<file path="src/inc/timer_pkg.sv">
package timer_pkg;

    localparam int unsigned DATA_W   = 32;
    localparam int unsigned CNT_W    = 16;
    localparam int unsigned ADDR_W   = 8;
    localparam int unsigned CTRL_W   = 8;

    // Register byte offsets
    localparam logic [ADDR_W-1:0] OFF_CTRL     = 8'h00;
    localparam logic [ADDR_W-1:0] OFF_CTRL_SET = 8'h04;
    localparam logic [ADDR_W-1:0] OFF_CTRL_CLR = 8'h08;
    localparam logic [ADDR_W-1:0] OFF_COUNT    = 8'h0C;
    localparam logic [ADDR_W-1:0] OFF_RELOAD_A = 8'h10;
    localparam logic [ADDR_W-1:0] OFF_RELOAD_B = 8'h14;
    localparam logic [ADDR_W-1:0] OFF_SPEED    = 8'h18;

    // Mode field encodings
    localparam logic [2:0] MODE_PWM_TOGGLE = 3'h5;
    localparam logic [2:0] MODE_PWM_PLAIN  = 3'h4;
    localparam logic [2:0] MODE_EVT_RISE   = 3'h0;
    localparam logic [2:0] MODE_EVT_FALL   = 3'h1;
    localparam logic [1:0] MODE_HI_PWM     = 2'h2;
    localparam logic [1:0] MODE_HI_EVT     = 2'h0;
    localparam int unsigned MODE_CAP_BIT   = 1;
    localparam int unsigned MODE_FALL_A    = 0;
    localparam int unsigned MODE_FALL_B    = 2;

    // Fast clock 50 MHz, instruction cycle one tenth of it
    localparam int unsigned FAST_CLK_MHZ   = 50;
    localparam int unsigned TC_RATIO       = 10;
    localparam logic [3:0]  TC_DIV_LAST    = 4'(TC_RATIO - 1);
    localparam logic [3:0]  TC_DIV_RESET   = 4'h0;

    localparam logic [CNT_W-1:0] CNT_ZERO  = 16'h0000;
    localparam logic [CNT_W-1:0] CNT_ONE   = 16'h0001;

    typedef struct packed {
        logic       irq_enable_b;
        logic       pending_flag_b;
        logic       irq_enable_a;
        logic       pending_flag_a;
        logic [2:0] mode;
        logic       run_or_underflow_bit;
    } ctrl_t;

    localparam ctrl_t CTRL_RESET  = 8'h00;
    localparam logic  SPEED_RESET = 1'b0;
    localparam logic  PIN_RESET   = 1'b0;

endpackage : timer_pkg

</file>
<file path="src/dual_reload_timer_block.sv">
// Behaviour
// One 16-bit down-counter plus 16-bit registers A and B for reload or capture.
// Pulse-width counts at instruction rate, or fast clock on high-speed instances.
// Pulse-width underflows reload alternately, first from A then B, repeating.
// Three mode bits select pulse-width, event counting or capture edge pairs.
// Toggle setting inverts pin A on every underflow; plain setting leaves it.
// Pulse-width: A-reload sets pending A, B-reload sets pending B.
// Pending flags stay set until software clears them.
// Interrupt A or B requested when its enable and event are both present.
// Event mode decrements on selected synchronised edge of pin A.
// Event mode underflow sets pending A and interrupts when enable A set.
// Event mode rising edge of pin B sets pending B, independent interrupt.
// Event mode drives no output on pin A.
// Capture mode counter runs freely; pin edges copy counter into A or B.
// Capture edge polarity for pins A and B chosen independently.
// Capture edges set pending A and B; enables gate the interrupts.
// Capture underflow sets run bit as pending flag, sharing interrupt A.
// Software clears run bit entering capture and checks both flags.
// In pulse-width and event modes run bit 1 runs, 0 stops counter.
// Capture registers readable anytime without disturbing the counter.
// Software should stop fast timer before altering counter, reloads or pin.
// Control register takes any read, write, bit set or clear safely.
// Speed select 1 picks fast clock, 0 instruction clock; cleared by reset.
// Counter and reload registers are not reset.
// Interrupt outputs are flag AND enable, held until flag cleared.
`timescale 1ns/1ps
module dual_reload_timer_block
    import timer_pkg::*;
#(
    parameter bit HS_CAPABLE = 1'b1
) (
    input  wire logic              clock_i,
    input  wire logic              rst_n_i,
    input  wire logic              psel_i,
    input  wire logic              penable_i,
    input  wire logic              pwrite_i,
    input  wire logic [ADDR_W-1:0] paddr_i,
    input  wire logic [DATA_W-1:0] pwdata_i,
    output logic      [DATA_W-1:0] prdata_o,
    output logic                   pready_o,
    output logic                   pslverr_o,
    input  wire logic              timer_pin_a_i,
    output logic                   timer_pin_a_o,
    output logic                   timer_pin_a_oe_n_o,
    input  wire logic              timer_pin_b_i,
    output logic                   irq_a_o,
    output logic                   irq_b_o
);

    ctrl_t             ctrl_q;
    ctrl_t             ctrl_d;
    logic              speed_q;
    logic [CNT_W-1:0]  count_q;
    logic [CNT_W-1:0]  reload_capture_reg_a;
    logic [CNT_W-1:0]  reload_capture_reg_b;
    logic              next_from_b_q;
    logic              run_prev_q;
    logic              start_pulse;
    logic              from_b;
    logic              pin_a_q;
    logic [3:0]        div_q;
    logic              tc_tick;
    logic              tick;
    logic [2:0]        sync_a_q;
    logic [2:0]        sync_b_q;
    logic              rise_a;
    logic              fall_a;
    logic              rise_b;
    logic              fall_b;
    logic              edge_a;
    logic              edge_b;
    logic              is_pwm;
    logic              is_evt;
    logic              is_cap;
    logic              dec_en;
    logic              underflow;
    logic              reload_a_ev;
    logic              reload_b_ev;
    logic              cap_a_ev;
    logic              cap_b_ev;
    logic              set_pnd_a;
    logic              set_pnd_b;
    logic              set_run;
    logic              wr_en;
    logic              rd_setup;
    logic              addr_ok;
    logic [DATA_W-1:0] rdata_d;
    logic [DATA_W-1:0] prdata_q;
    logic              irq_a_q;
    logic              irq_b_q;

    // APB decode, zero wait states
    assign wr_en    = psel_i & penable_i & pwrite_i;
    assign rd_setup = psel_i & ~penable_i & ~pwrite_i;
    assign pready_o = psel_i & penable_i;

    always_comb begin
        addr_ok = 1'b1;
        rdata_d = '0;
        case (paddr_i)
            OFF_CTRL,
            OFF_CTRL_SET,
            OFF_CTRL_CLR: rdata_d[CTRL_W-1:0] = ctrl_q;
            OFF_COUNT:    rdata_d[CNT_W-1:0]  = count_q;
            OFF_RELOAD_A: rdata_d[CNT_W-1:0]  = reload_capture_reg_a;
            OFF_RELOAD_B: rdata_d[CNT_W-1:0]  = reload_capture_reg_b;
            OFF_SPEED:    rdata_d[0]          = speed_q;
            default:      addr_ok             = 1'b0;
        endcase
    end

    assign pslverr_o = pready_o & ~addr_ok;

    always_ff @(posedge clock_i or negedge rst_n_i) begin
        if (!rst_n_i) begin
            prdata_q <= '0;
        end else if (rd_setup) begin
            prdata_q <= rdata_d;
        end
    end

    assign prdata_o = prdata_q;

    // Mode decode
    assign is_pwm = (ctrl_q.mode[2:1] == MODE_HI_PWM);
    assign is_evt = (ctrl_q.mode[2:1] == MODE_HI_EVT);
    assign is_cap = ctrl_q.mode[MODE_CAP_BIT];

    // Instruction-cycle divider
    always_ff @(posedge clock_i or negedge rst_n_i) begin
        if (!rst_n_i) begin
            div_q <= TC_DIV_RESET;
        end else if (div_q == TC_DIV_LAST) begin
            div_q <= TC_DIV_RESET;
        end else begin
            div_q <= div_q + 4'h1;
        end
    end

    assign tc_tick = (div_q == TC_DIV_LAST);
    assign tick    = (HS_CAPABLE && speed_q) ? 1'b1 : tc_tick;

    // Pin synchronisers, third stage for edge detect
    always_ff @(posedge clock_i or negedge rst_n_i) begin
        if (!rst_n_i) begin
            sync_a_q <= '0;
            sync_b_q <= '0;
        end else begin
            sync_a_q <= {sync_a_q[1:0], timer_pin_a_i};
            sync_b_q <= {sync_b_q[1:0], timer_pin_b_i};
        end
    end

    assign rise_a = sync_a_q[1] & ~sync_a_q[2];
    assign fall_a = ~sync_a_q[1] & sync_a_q[2];
    assign rise_b = sync_b_q[1] & ~sync_b_q[2];
    assign fall_b = ~sync_b_q[1] & sync_b_q[2];
    assign edge_a = ctrl_q.mode[MODE_FALL_A] ? fall_a : rise_a;
    assign edge_b = ctrl_q.mode[MODE_FALL_B] ? fall_b : rise_b;

    // Counting events
    always_comb begin
        dec_en = 1'b0;
        if (is_pwm) begin
            dec_en = ctrl_q.run_or_underflow_bit & tick;
        end else if (is_evt) begin
            dec_en = ctrl_q.run_or_underflow_bit & edge_a;
        end else begin
            dec_en = tick;
        end
    end

    // Underflow in the start cycle is the first one, so it must take A
    assign start_pulse = ctrl_q.run_or_underflow_bit & ~run_prev_q;
    assign from_b      = next_from_b_q & ~start_pulse;
    assign underflow   = dec_en & (count_q == CNT_ZERO);
    assign reload_a_ev = underflow & ((is_pwm & ~from_b) | is_evt);
    assign reload_b_ev = underflow & is_pwm & from_b;
    assign cap_a_ev    = is_cap & edge_a;
    assign cap_b_ev    = is_cap & edge_b;

    assign set_pnd_a = reload_a_ev | cap_a_ev;
    assign set_pnd_b = reload_b_ev | cap_b_ev | (is_evt & rise_b);
    assign set_run   = is_cap & underflow;

    // Counter and reload/capture registers, not reset
    always_ff @(posedge clock_i) begin
        if (wr_en && paddr_i == OFF_COUNT) begin
            count_q <= pwdata_i[CNT_W-1:0];
        end else if (reload_a_ev) begin
            count_q <= reload_capture_reg_a;
        end else if (reload_b_ev) begin
            count_q <= reload_capture_reg_b;
        end else if (dec_en) begin
            count_q <= count_q - CNT_ONE;
        end
    end

    always_ff @(posedge clock_i) begin
        if (cap_a_ev) begin
            reload_capture_reg_a <= count_q;
        end else if (wr_en && paddr_i == OFF_RELOAD_A) begin
            reload_capture_reg_a <= pwdata_i[CNT_W-1:0];
        end
    end

    always_ff @(posedge clock_i) begin
        if (cap_b_ev) begin
            reload_capture_reg_b <= count_q;
        end else if (wr_en && paddr_i == OFF_RELOAD_B) begin
            reload_capture_reg_b <= pwdata_i[CNT_W-1:0];
        end
    end

    // Control register: write, bit set, bit clear; hardware set wins
    always_comb begin
        ctrl_d = ctrl_q;
        if (wr_en) begin
            case (paddr_i)
                OFF_CTRL:     ctrl_d = ctrl_t'(pwdata_i[CTRL_W-1:0]);
                OFF_CTRL_SET: ctrl_d = ctrl_q | ctrl_t'(pwdata_i[CTRL_W-1:0]);
                OFF_CTRL_CLR: ctrl_d = ctrl_q & ~ctrl_t'(pwdata_i[CTRL_W-1:0]);
                default:      ctrl_d = ctrl_q;
            endcase
        end
        ctrl_d.pending_flag_a       = ctrl_d.pending_flag_a | set_pnd_a;
        ctrl_d.pending_flag_b       = ctrl_d.pending_flag_b | set_pnd_b;
        ctrl_d.run_or_underflow_bit = ctrl_d.run_or_underflow_bit | set_run;
    end

    always_ff @(posedge clock_i or negedge rst_n_i) begin
        if (!rst_n_i) begin
            ctrl_q <= CTRL_RESET;
        end else begin
            ctrl_q <= ctrl_d;
        end
    end

    always_ff @(posedge clock_i or negedge rst_n_i) begin
        if (!rst_n_i) begin
            speed_q <= SPEED_RESET;
        end else if (wr_en && paddr_i == OFF_SPEED) begin
            speed_q <= HS_CAPABLE & pwdata_i[0];
        end
    end

    // Reload order restarts from A on every start
    always_ff @(posedge clock_i or negedge rst_n_i) begin
        if (!rst_n_i) begin
            run_prev_q    <= 1'b0;
            next_from_b_q <= 1'b0;
        end else begin
            run_prev_q <= ctrl_q.run_or_underflow_bit;
            if (reload_a_ev && is_pwm) begin
                next_from_b_q <= 1'b1;
            end else if (reload_b_ev) begin
                next_from_b_q <= 1'b0;
            end else if (start_pulse) begin
                next_from_b_q <= 1'b0;
            end
        end
    end

    // Pin A output
    always_ff @(posedge clock_i or negedge rst_n_i) begin
        if (!rst_n_i) begin
            pin_a_q <= PIN_RESET;
        end else if (is_pwm && underflow && ctrl_q.mode == MODE_PWM_TOGGLE) begin
            pin_a_q <= ~pin_a_q;
        end
    end

    assign timer_pin_a_o      = pin_a_q;
    assign timer_pin_a_oe_n_o = ~is_pwm;

    // Interrupt requests
    always_ff @(posedge clock_i or negedge rst_n_i) begin
        if (!rst_n_i) begin
            irq_a_q <= 1'b0;
            irq_b_q <= 1'b0;
        end else begin
            irq_a_q <= ctrl_q.irq_enable_a & (ctrl_q.pending_flag_a
                       | (is_cap & ctrl_q.run_or_underflow_bit));
            irq_b_q <= ctrl_q.irq_enable_b & ctrl_q.pending_flag_b;
        end
    end

    assign irq_a_o = irq_a_q;
    assign irq_b_o = irq_b_q;
endmodule : dual_reload_timer_block
</file>
<file path="config.mk">
export PLATFORM = sky130hd
export DESIGN_NAME = dual_reload_timer_block
export DESIGN_NICKNAME = d
export VERILOG_FILES = /design/src/inc/timer_pkg.sv /design/src/dual_reload_timer_block.sv
export SDC_FILE = /design/constraint.sdc
export NUM_CORES = 1
export LEC_CHECK = 0
export BUFFER_PORTS_ARGS = -buffer_cell sky130_fd_sc_hd__clkbuf_2
export CAP_MARGIN = 20
export CORE_MARGIN = 2
export CORE_UTILIZATION = 50
export DETAILED_ROUTE_END_ITERATION = 8
export PLACE_DENSITY = 0.69
export RECOVER_POWER = 50
export SYNTH_ARGS = -nofsm -noshare
export SYNTH_HDL_FRONTEND = slang
export SYNTH_SLANG_ARGS = --single-unit
</file>
<file path="constraint.sdc">
create_clock -name clock_i -period 3.1 [get_ports clock_i]
set_input_delay 0.62 -clock clock_i [delete_from_list [all_inputs] [get_ports clock_i]]
set_output_delay 0.62 -clock clock_i [all_outputs]
set_load 0.1 [all_outputs]
</file>
==> results by group, run 1 <==
Outcome
  – Status: finished with violations
  – Failing checks: max-capacitance violations, max-slew violations

CTS
  – Clock sink total: 88
  – Postcts setup bufs: 0
  – Post-cts sizing count: 0
  – CTS tree: done
  – Root buffer selected by CTS: clkbuf_8
  – Clock transition at path regs: 0.08 ns
  – CTS Buf Count: 9
  – Clk Latency, worst-skew pair: 0.36 ns
  – Hold Buf Count CTS: 0
  – Bufs on Longest Clock Path: 2
  – H-tree level count: 3

Worst setup path
  – Critical path capture point type: flip-flop
  – Worst setup SP type: flip-flop
  – Critical Path RT: 3.20 ns
  – CP most frequent cell: clkbuf_1
  – Worst-path maximum fanout: 19
  – Critical path arrival: 2.69 ns
  – Crit-path leading delay family: buffers and inverters
  – WP buf/inv: 3
  – Slowest stage delay, CP: 0.96 ns
  – Slowest cell on the critical path: clkbuf_1
  – Cell Chain, Critical Path: clkbuf_1, o21ai_0, clkbuf_1, o31ai_2, buf_4
  – Crit Path Class: flip-flop to flip-flop

Global route
  – Largest net degree at the start of global routing: 41
  – First-pass GRT wire length: 20300 µm
  – Gr ovfl total: 0
  – Vias in the first global route: 3688
  – GR Util All Layers: 24.4%
  – Initial antenna violation count: 0

Cells and area
  – Share of layout cells above drive strength 1: 20.5%
  – Highest-count cells in the layout ignoring fill and taps: edfxtp_1 (48), nand2_1 (46), nor2_1 (40), dfrtp_1 (40), clkbuf_2 (32)
  – Layout Utilization: 56.4%
  – Multi-input gate area: 0.00231 mm²
  – Filler cell count: 867
  – Area growth from synthesis to layout: 10.2%
  – Most common cell after layout, fill and taps aside: edfxtp_1
  – N_diodes: 0
  – Register area: 0.00244 mm²
  – Nets: 565

Pwr
  – Net load switching power: 0.654 mW
  – Internal power: 1.70 mW
  – Net Sw Frac: 27.7%
  – Leak: 2.10 nW
  – Combinational fraction of design power: 12.2%
  – Total power divided by cell area: 430 mW/mm²
  – Worst VDD drop: 0.180 mV
  – Clock power frac: 33.0%
  – Seq pwr share: 54.9%
  – Power, Total: 2.36 mW

Detailed routing
  – Residual DRC: 0
  – Total number of vias: 3843
  – Avg WL per Cell: 19.2 µm
  – DRT antenna net count: 0
  – TritonRoute pass-1 iters: 5
  – Via/cell ratio: 5.88
  – Initial drt markers: 416
  – Drt total wl: 12500 µm

Timing
  – Final setup fails: 0
  – Setup skew after layout: 0.00689 ns
  – Minimum clock period: 2.60 ns
  – Fin. max-slew vios: 38
  – Final Cycle Share: 83.7%
  – Setup TNS: 0 ns
  – Fmax: 385 MHz
  – Worst hold margin: 0.0589 ns
  – Worst-margin pin slew: 1.97 ns
  – Rel. slew slack: -31.3%
  – Hold Vio Cnt, Final: 0
  – Unrepaired setup endpoints after global routing: false

Logic synthesis
  – Synth warn: 0
  – Main flop type after synthesis: edfxtp_1
  – Syn Area/Cell: 10.7 µm²
  – Yosys cell types: 60
  – Sequential-to-total area share from yosys stat: 49.0%
  – Synthesized flop and latch total: 88
  – Mapped Area: 0.00498 mm²
  – Post-synth EDFFs: 48
  – Cells after Synth: 465
  – FFs w/ async S/R, synth: 45.5%

Die
  – Initial core utilization: 51.2%
  – Die area: 0.0108 mm²
  – Chip height: 104 µm
  – Die width: 104 µm
  – Site Rows: 36
  – Ports: 85
  – CORE AREA: 0.00973 mm²

Placement
  – Hpwl dp: 8630 µm
  – GP Congestion: 0.850
  – # port buffers: 52

Flow run
  – Maxcap violations: 1

Hold path
  – Hold crit path type: primary input to async pin
## worst reg2reg max path: stages (launching register included)
cell	delay, ns
dfrtp_1	0.43
clkbuf_1	0.32
o21ai_0	0.17
clkbuf_1	0.96
o31ai_2	0.15
buf_4	0.28
## cells by family (layout without fill, tap and decap cells)
family	count (synthesis)	count (layout)	share of synthesized area, %
AND/OR/NAND/NOR	150	150	15.6
multiplexers	49	49	10.6
adder cells (fa/ha/maj)	2	2	0.502
flip-flops	88	88	49.0
XOR/XNOR	15	15	2.64
other	1	16	0.0752
AO/OA/AOI/OAI	107	107	15.6
buffers and inverters	53	94	5.95
## metrics by stage
step	worst slack, ns	cell area (µm²)	cells
4_1_cts	0.552	5520	653
6_report	0.505	5490	654
3_5_place_dp	0.341	5340	637
2_1_floorplan	-0.120	5050	480
3_3_place_gp	0.353	5340	637
5_1_grt	0.324	5490	654
## sequential cells by signal, summed over array words and instances, names as in the netlist
| name | count |
|---|---|
| timer_pin_a_o | 1 |
| prdata_o | 16 |
| reload_capture_reg_b | 16 |
| next_from_b_q | 1 |
| sync_a_q | 3 |
| irq_a_o | 1 |
| reload_capture_reg_a | 16 |
| ctrl_q | 8 |
| count_q | 16 |
| div_q | 4 |
| speed_q | 1 |
| sync_b_q | 3 |
| run_prev_q | 1 |
| irq_b_o | 1 |
## cell type report
class	count	area share [%]
Tap cell	133	3.03
Sequential cell	88	44.5
Clock inverter	4	0.820
Inverter	11	0.752
Clock buffer	12	2.46
Multi-Input combinational cell	339	42.2
Timing Repair Buffer	67	6.29
## worst paths after layout
kind	end	start	slack [ns]	cells past startpoint
setup / recovery	reload_capture_reg_b[13]	ctrl_q[2]	0.50	5
hold / removal	prdata_o[7]	rst_n_i	0.06	1
setup reg to reg	reload_capture_reg_b[13]	ctrl_q[2]	0.50	5
hold reg to reg	sync_b_q[1]	sync_b_q[0]	0.35	0
max in group asynchronous	prdata_o[8]	rst_n_i	0.95	2
min in group clock_i	sync_b_q[1]	sync_b_q[0]	0.35	0
## synthesized netlist by cell type (all sizes together), types with 4 or more instances
master | count | area (µm²)
edfxtp | 48 | 1440
nand2 | 46 | 173
o21ai | 42 | 214
nor2 | 41 | 156
dfrtp | 40 | 1000
mux2 | 31 | 349
buf | 29 | 206
mux2i | 18 | 180
a21oi | 17 | 85.1
clkbuf | 13 | 48.8
nand3 | 13 | 65.1
a221oi | 12 | 105
inv | 11 | 41.3
nor3 | 11 | 66.3
nor4 | 8 | 77.6
xor2 | 8 | 70.1
xnor2 | 7 | 61.3
a22o | 6 | 52.6
and2 | 6 | 37.5
nor2b | 4 | 25.0
o221ai | 4 | 35.0
or4 | 4 | 33.8
## power by group through the flow
stage / clock network [mW] / registers [mW] / logic, mW
floorplan: 0 / 1.32 / 0.224
global placement: 0 / 1.32 / 0.282
detailed placement: 0 / 1.32 / 0.287
CTS: 0.783 / 1.29 / 0.288
global route: 0.837 / 1.30 / 0.307
finish: 0.778 / 1.29 / 0.287
## metal layers
| metal | vias to the layer above | global-route usage (%) | wire, µm |
|---|---|---|---|
| met5 | - | 0 | 0 |
| met4 | 0 | 8.98 | 224 |
| met1 | 1851 | 34.8 | 5370 |
| li1 | 1790 | - | - |
| met3 | 15 | 4.09 | 998 |
| met2 | 187 | 37.7 | 5940 |
No activity file was read; power rests on OpenSTA's default activity.
==> run 2, diff against run 1 <==
--- a/config.mk
+++ b/config.mk
@@ -10,7 +10,7 @@
 export CORE_MARGIN = 2
 export CORE_UTILIZATION = 50
 export DETAILED_ROUTE_END_ITERATION = 8
-export PLACE_DENSITY = 0.69
+export PLACE_DENSITY = 0.72
 export RECOVER_POWER = 50
 export SYNTH_ARGS = -nofsm -noshare
 export SYNTH_HDL_FRONTEND = slang
==> constraint.sdc (replaced) <==
create_clock -name clock_i -period 2.2 [get_ports clock_i]
set_input_delay 0.44 -clock clock_i [delete_from_list [all_inputs] [get_ports clock_i]]
set_output_delay 0.44 -clock clock_i [all_outputs]
set_load 0.1 [all_outputs]
==> run 2 against run 1 <==
  * Power grew 45%
  * Setup slack lost 0.50 ns
  * Cell area up 13%
  * Sequential power up 40%
  * Worst hold slack better by 0.12 ns
  * Utilization up 7.3 points
  * Critical path type unchanged
  * The run now ends clean
==> results by group, run 2 (synthesis gave the netlist of run 1 again) <==
Worst setup path
  – Critical path capture point type: flip-flop
  – Critical Path RT: 2.32 ns (-0.88 ns)
  – Worst setup SP type: flip-flop
  – Worst Setup SP: count_q[6]
  – Crit Path Class: flip-flop to flip-flop
  – Reg2Reg Setup Slack: 0.008 ns (-0.50 ns)
  – R2R cell count: 6 (+1)
  – Critical path arrival: 2.31 ns (-0.38 ns)
  – FF-to-FF End: count_q[11]
  – Worst-path maximum fanout: 8 (-11)
  – FF-to-FF Start: count_q[6]

CTS
  – CTS tree: done
  – Clock sink total: 88 (unchanged)
  – Bufs on Longest Clock Path: 2 (unchanged)
  – Clk Latency, worst-skew pair: 0.37 ns (about the same)
  – H-tree level count: 3 (unchanged)
  – Root buffer selected by CTS: clkbuf_8
  – CTS Buf Count: 9 (unchanged)
  – Clock transition at path regs: 0.09 ns (about the same)

Global route
  – Largest net degree at the start of global routing: 26 (-37%)
  – First-pass GRT wire length: 20700 µm (+2.1%)
  – Vias in the first global route: 3971 (+7.7%)
  – Initial antenna violation count: 0 (unchanged)
  – GR Util All Layers: 24.7% (+0.28 points)
  – Gr ovfl total: 0 (unchanged)

Cells and area
  – Share of layout cells above drive strength 1: 34.9% (+14 points)
  – Highest-count cells in the layout ignoring fill and taps: buf_4 (64), clkbuf_2 (50), edfxtp_1 (48), nand2_1 (45), dfrtp_1 (40)
  – Area growth from synthesis to layout: 24.5%
  – Nets: 629 (+11%)
  – Layout Utilization: 63.8% (+7.3 points)
  – N_diodes: 0 (unchanged)
  – Most common cell after layout, fill and taps aside: buf_4
  – Final instance area: 0.00620 mm² (+13%)

Timing
  – Unrepaired setup endpoints after global routing: true
  – Final setup fails: 0 (unchanged)
  – Rel. slew slack: 20.7% (+52 points)
  – Setup TNS: 0 ns (unchanged)
  – Minimum clock period: 2.19 ns (-0.403 ns)
  – Fmax: 456 MHz (+18%)
  – Hold Vio Cnt, Final: 0 (unchanged)
  – Worst-margin pin slew: 1.19 ns (-0.781 ns)
  – Final Cycle Share: 99.7% (+16 points)
  – Fin. max-slew vios: 0 (-100%)
  – Final worst-path setup slack: 0.00766 ns (-0.497 ns)
  – Setup skew after layout: 0.0155 ns (+0.00861 ns)

Die
  – Chip height: 104 µm (unchanged)
  – Die area: 0.0108 mm² (unchanged)
  – Site Rows: 36 (unchanged)
  – Ports: 85 (unchanged)
  – Initial core utilization: 51.2% (unchanged)
  – Die width: 104 µm (unchanged)
  – CORE AREA: 0.00973 mm² (unchanged)

Placement
  – GP Congestion: 0.942 (+11%)
  – Placed Area: 0.00586 mm² (+9.7%)
  – # port buffers: 52 (unchanged)
  – Hpwl dp: 9360 µm (+8.5%)
  – Placement Setup Slack: -0.205 ns (-0.546 ns)

Flow run
  – Maxcap violations: 0 (-1)

Pwr
  – Total power divided by cell area: 551 mW/mm² (+28%)
  – Power, Total: 3.42 mW (+45%)
  – Leak: 2.54 nW (+21%)
  – Worst VDD drop: 0.276 mV (+53%)

Outcome
  – Status: finished clean

Detailed routing
  – Total number of vias: 4145 (+7.9%)
  – Via/cell ratio: 5.77 (-1.8%)
  – Avg WL per Cell: 18.3 µm (-4.3%)
  – Residual DRC: 0 (unchanged)
  – DRT antenna net count: 0 (unchanged)
  – Drt total wl: 13200 µm (+5.0%)
  – Initial drt markers: 232 (-44%)
  – TritonRoute pass-1 iters: 6 (+1)

Hold path
  – Hold crit path type: primary input to flip-flop
  – Worst Hold End: sync_a_q[0]
  – Min-delay src: timer_pin_a_i
  – Hold path cells: 1
==> run 2: layer usage <==
| metal | GRT usage, % | wire, µm | vias to the layer above |
|---|---|---|---|
| met4 | 10.8 | 413 | 0 |
| met5 | 0 | 0 | - |
| li1 | - | - | 1924 |
| met2 | 40.0 | 6300 | 199 |
| met3 | 3.46 | 1030 | 32 |
| met1 | 33.2 | 5410 | 1990 |
==> run 2: final cells by class <==
type	instances	area (µm²)
Clock buffer	10	128
Clock inverter	6	67.6
Fill cell	786	3520
Inverter	11	41.3
Multi-Input combinational cell	339	2420
Sequential cell	88	2440
Tap cell	133	166
Timing Repair Buffer	131	942
==> run 2: worst max path at each step <==
stage	end
floorplan	reload_capture_reg_a[0]
global placement	speed_q
detailed placement	count_q[9]
CTS	count_q[9]
global route	count_q[14]
finish	count_q[11]
==> run 2: report_power, final <==
group / internal (mW) / switching, mW / leakage, nW / total, mW
Sequential: 1.78 / 0.0295 / 0.954 / 1.81
Clock: 0.529 / 0.602 / 0.0945 / 1.13
Combinational: 0.146 / 0.336 / 1.49 / 0.481
Total: 2.45 / 0.967 / 2.54 / 3.42
==> run 2: what timing repair did <==
item,4_1_cts,5_1_grt
endpoints found under the setup margin,17,18
resized for setup,8,12
hold buffers,0,0
setup buffers,3,9
pin swaps,6,9
==> run 2: worst max-delay path: stages (launching register included) <==
cell and delay [ns]:
edfxtp_1 0.47, nor4_4 0.38, nand2_2 0.18, buf_6 0.15, a2111o_1 0.53, nand2_1 0.12
a31oi_1 0.10
==> run 2: metrics by stage <==
| step | hold slack, ns | cells |
|---|---|---|
| after floorplan | 0.144 | 480 |
| after global placement | 0.332 | 690 |
| after detailed placement | 0.339 | 690 |
| after CTS | 0.0546 | 709 |
| after global routing | 0.161 | 718 |
| final | 0.176 | 718 |
==> run 3, diff against run 2 <==
--- a/config.mk
+++ b/config.mk
@@ -10,6 +10,7 @@
 export CORE_MARGIN = 2
 export CORE_UTILIZATION = 50
 export DETAILED_ROUTE_END_ITERATION = 8
+export MAX_ROUTING_LAYER = met4
 export PLACE_DENSITY = 0.72
 export RECOVER_POWER = 50
 export SYNTH_ARGS = -nofsm -noshare
==> run 3 against run 2 <==
  * The run now ends with negative setup slack left
  * Power increased by 3.6%
  * Die area unchanged
  * Combinational power about the same
  * Utilization increased by 0.24 points
  * Non-clock buffer count decreased by 6
  * Sequential power about the same
  * Clock skew decreased by 0.0042 ns
  * First-iteration DRC count increased by 39%
  * Wire length decreased by 0.93%
  * Critical endpoint is now count_q[9]
==> results by group, run 3 (synthesis gave the netlist of run 1 again) <==
Worst setup path
  – R2R cell count: 7 (+1)
  – Crit Path Class: flip-flop to flip-flop
  – Worst setup SP type: flip-flop
  – Critical path capture point type: flip-flop
  – FF-to-FF End: count_q[9]
  – Critical Path RT: 2.32 ns (about the same)
  – Reg2Reg Setup Slack: -0.02 ns (-0.03 ns)
  – FF-to-FF Start: div_q[1]
  – Worst setup path end: count_q[9]
  – Worst Setup SP: div_q[1]
  – Worst-path maximum fanout: 8 (unchanged)
  – Critical path arrival: 2.34 ns (+0.03 ns)

Outcome
  – Failing checks: negative setup slack
  – Status: finished with violations

Detailed routing
  – Residual DRC: 0 (unchanged)
  – Initial drt markers: 322 (+39%)
  – Avg WL per Cell: 18.3 µm (about the same)
  – TritonRoute pass-1 iters: 5 (-1)
  – Via/cell ratio: 5.82 (+0.79%)
  – DRT antenna net count: 0 (unchanged)
  – Total number of vias: 4143 (-0.048%)
  – Drt total wl: 13000 µm (-0.93%)

CTS
  – CTS tree: done
  – Bufs on Longest Clock Path: 2 (unchanged)
  – Clk Latency, worst-skew pair: 0.36 ns (about the same)
  – Root buffer selected by CTS: clkbuf_8
  – Clock sink total: 88 (unchanged)
  – Clock transition at path regs: 0.09 ns (about the same)
  – CTS Buf Count: 9 (unchanged)
  – H-tree level count: 3 (unchanged)
  – Hold Buf Count CTS: 0 (unchanged)

Timing
  – Hold Vio Cnt, Final: 0 (unchanged)
  – Setup skew after layout: 0.0113 ns (-0.00415 ns)
  – Rel. slew slack: 22.8% (+2.0 points)
  – Worst-margin pin slew: 1.16 ns (-0.0303 ns)
  – Final Cycle Share: 101% (+1.2 points)
  – Fin. max-slew vios: 0 (unchanged)
  – Final worst-path setup slack: -0.0198 ns (-0.0274 ns)
  – Fmax: 450 MHz (-1.2%)
  – Minimum clock period: 2.22 ns (+0.0274 ns)
  – Final setup fails: 4 (+4)
  – Unrepaired setup endpoints after global routing: true
  – Worst hold margin: 0.185 ns (+0.00875 ns)

Pwr
  – Leak: 2.56 nW (+0.68%)
  – Power, Total: 3.55 mW (+3.6%)
  – Total power divided by cell area: 569 mW/mm² (+3.3%)
  – Worst VDD drop: 0.441 mV (+60%)

Cells and area
  – N_diodes: 0 (unchanged)
  – Nets: 623 (-0.95%)
  – Highest-count cells in the layout ignoring fill and taps: buf_4 (64), clkbuf_2 (50), edfxtp_1 (48), nand2_1 (45), dfrtp_1 (40)
  – Filler cell count: 784 (-0.25%)
  – Most common cell after layout, fill and taps aside: buf_4
  – Share of layout cells above drive strength 1: 35.4% (+0.53 points)
  – Area growth from synthesis to layout: 25.0%

Die
  – CORE AREA: 0.00973 mm² (unchanged)
  – Chip height: 104 µm (unchanged)
  – Die area: 0.0108 mm² (unchanged)
  – Site Rows: 36 (unchanged)
  – Initial core utilization: 51.2% (unchanged)
  – Ports: 85 (unchanged)
  – Die width: 104 µm (unchanged)

Placement
  – Hpwl dp: 9090 µm (-2.9%)
  – # port buffers: 52 (unchanged)
  – GP Congestion: 0.895 (-4.9%)
  – Placement Setup Slack: -0.180 ns (+0.0249 ns)

Global route
  – GR Util All Layers: 25.5% (+0.79 points)
  – Gr ovfl total: 0 (unchanged)
  – First-pass GRT wire length: 20900 µm (+0.90%)
  – Initial antenna violation count: 0 (unchanged)
  – Largest net degree at the start of global routing: 26 (unchanged)
  – Vias in the first global route: 4108 (+3.5%)

Flow run
  – Maxcap violations: 0 (unchanged)

Hold path
  – Min-delay src: timer_pin_a_i
  – Hold crit path type: primary input to flip-flop
## run 3: cell types whose count changed in the layout (fill, tap and decap cells not counted), sizes merged
cell	previous run	this run
buf	75	73
clkbuf	66	64
bufinv	1	2
clkinv	3	2
clkinvlp	1	0
inv	12	11
## run 3: worst min path at each step
stage / to / slack, ns / cells after the start
6_report: sync_a_q[0] / 0.19 / 1
5_1_grt: sync_b_q[0] / 0.17 / 1
4_1_cts: ctrl_q[7] / 0.06 / 1
3_5_place_dp: sync_a_q[1] / 0.34 / 0
3_3_place_gp: sync_a_q[1] / 0.33 / 0
2_1_floorplan: ctrl_q[0] / 0.14 / 0
## run 3: what timing repair did
| action | CTS | global route |
|---|---|---|
| endpoints found under the setup margin | 15 | 17 |
| gates resized for setup | 11 | 14 |
| pin swaps | 3 | 13 |
| buffers inserted | 2 | 5 |
## run 3: layout make-up
cell class                 count  area (µm²)  share of cell area [%]
clock buffer                  12         145                    2.33
clock inverter                 4        77.6                    1.25
inverter                      11        41.3                   0.663
multi-input combinational    339        2470                    39.7
sequential                    88        2440                    39.2
tap                          133         166                    2.67
timing repair buffer         125         886                    14.2
## run 3: stage by stage
stage	cell area (µm²)	utilization [%]	cells	TNS [ns]
4_1_cts	6140	63.1	707	0
3_3_place_gp	5840	60.1	689	-8.40
3_5_place_dp	5840	60.1	689	-10.59
6_report	6230	64.0	712	-0.0401
2_1_floorplan	5100	-	480	-18.27
5_1_grt	6230	64.0	712	-0.510
## run 3: layer usage
metal / global-route usage (%) / up-vias / routed length (µm)
met5: - / - / 0
met4: 10.1 / 0 / 337
met3: 4.47 / 28 / 1030
met2: 39.3 / 185 / 6200
met1: 33.6 / 2013 / 5480
li1: - / 1917 / -
## run 3: power by group
group / leakage, nW / switching (mW) / internal [mW]
logic: 1.50 / 0.336 / 0.145
clock network: 0.111 / 0.581 / 0.676
registers: 0.954 / 0.0282 / 1.78
total: 2.56 / 0.945 / 2.60
## run 3: worst max-delay path: stages, from the launching register on
cell and delay (ns):
dfrtp_1 0.42, nor4bb_4 0.30, buf_4 0.16, o21ai_4 0.05
buf_12 0.15, a2111o_1 0.57, o221ai_2 0.25, o21ai_1 0.08
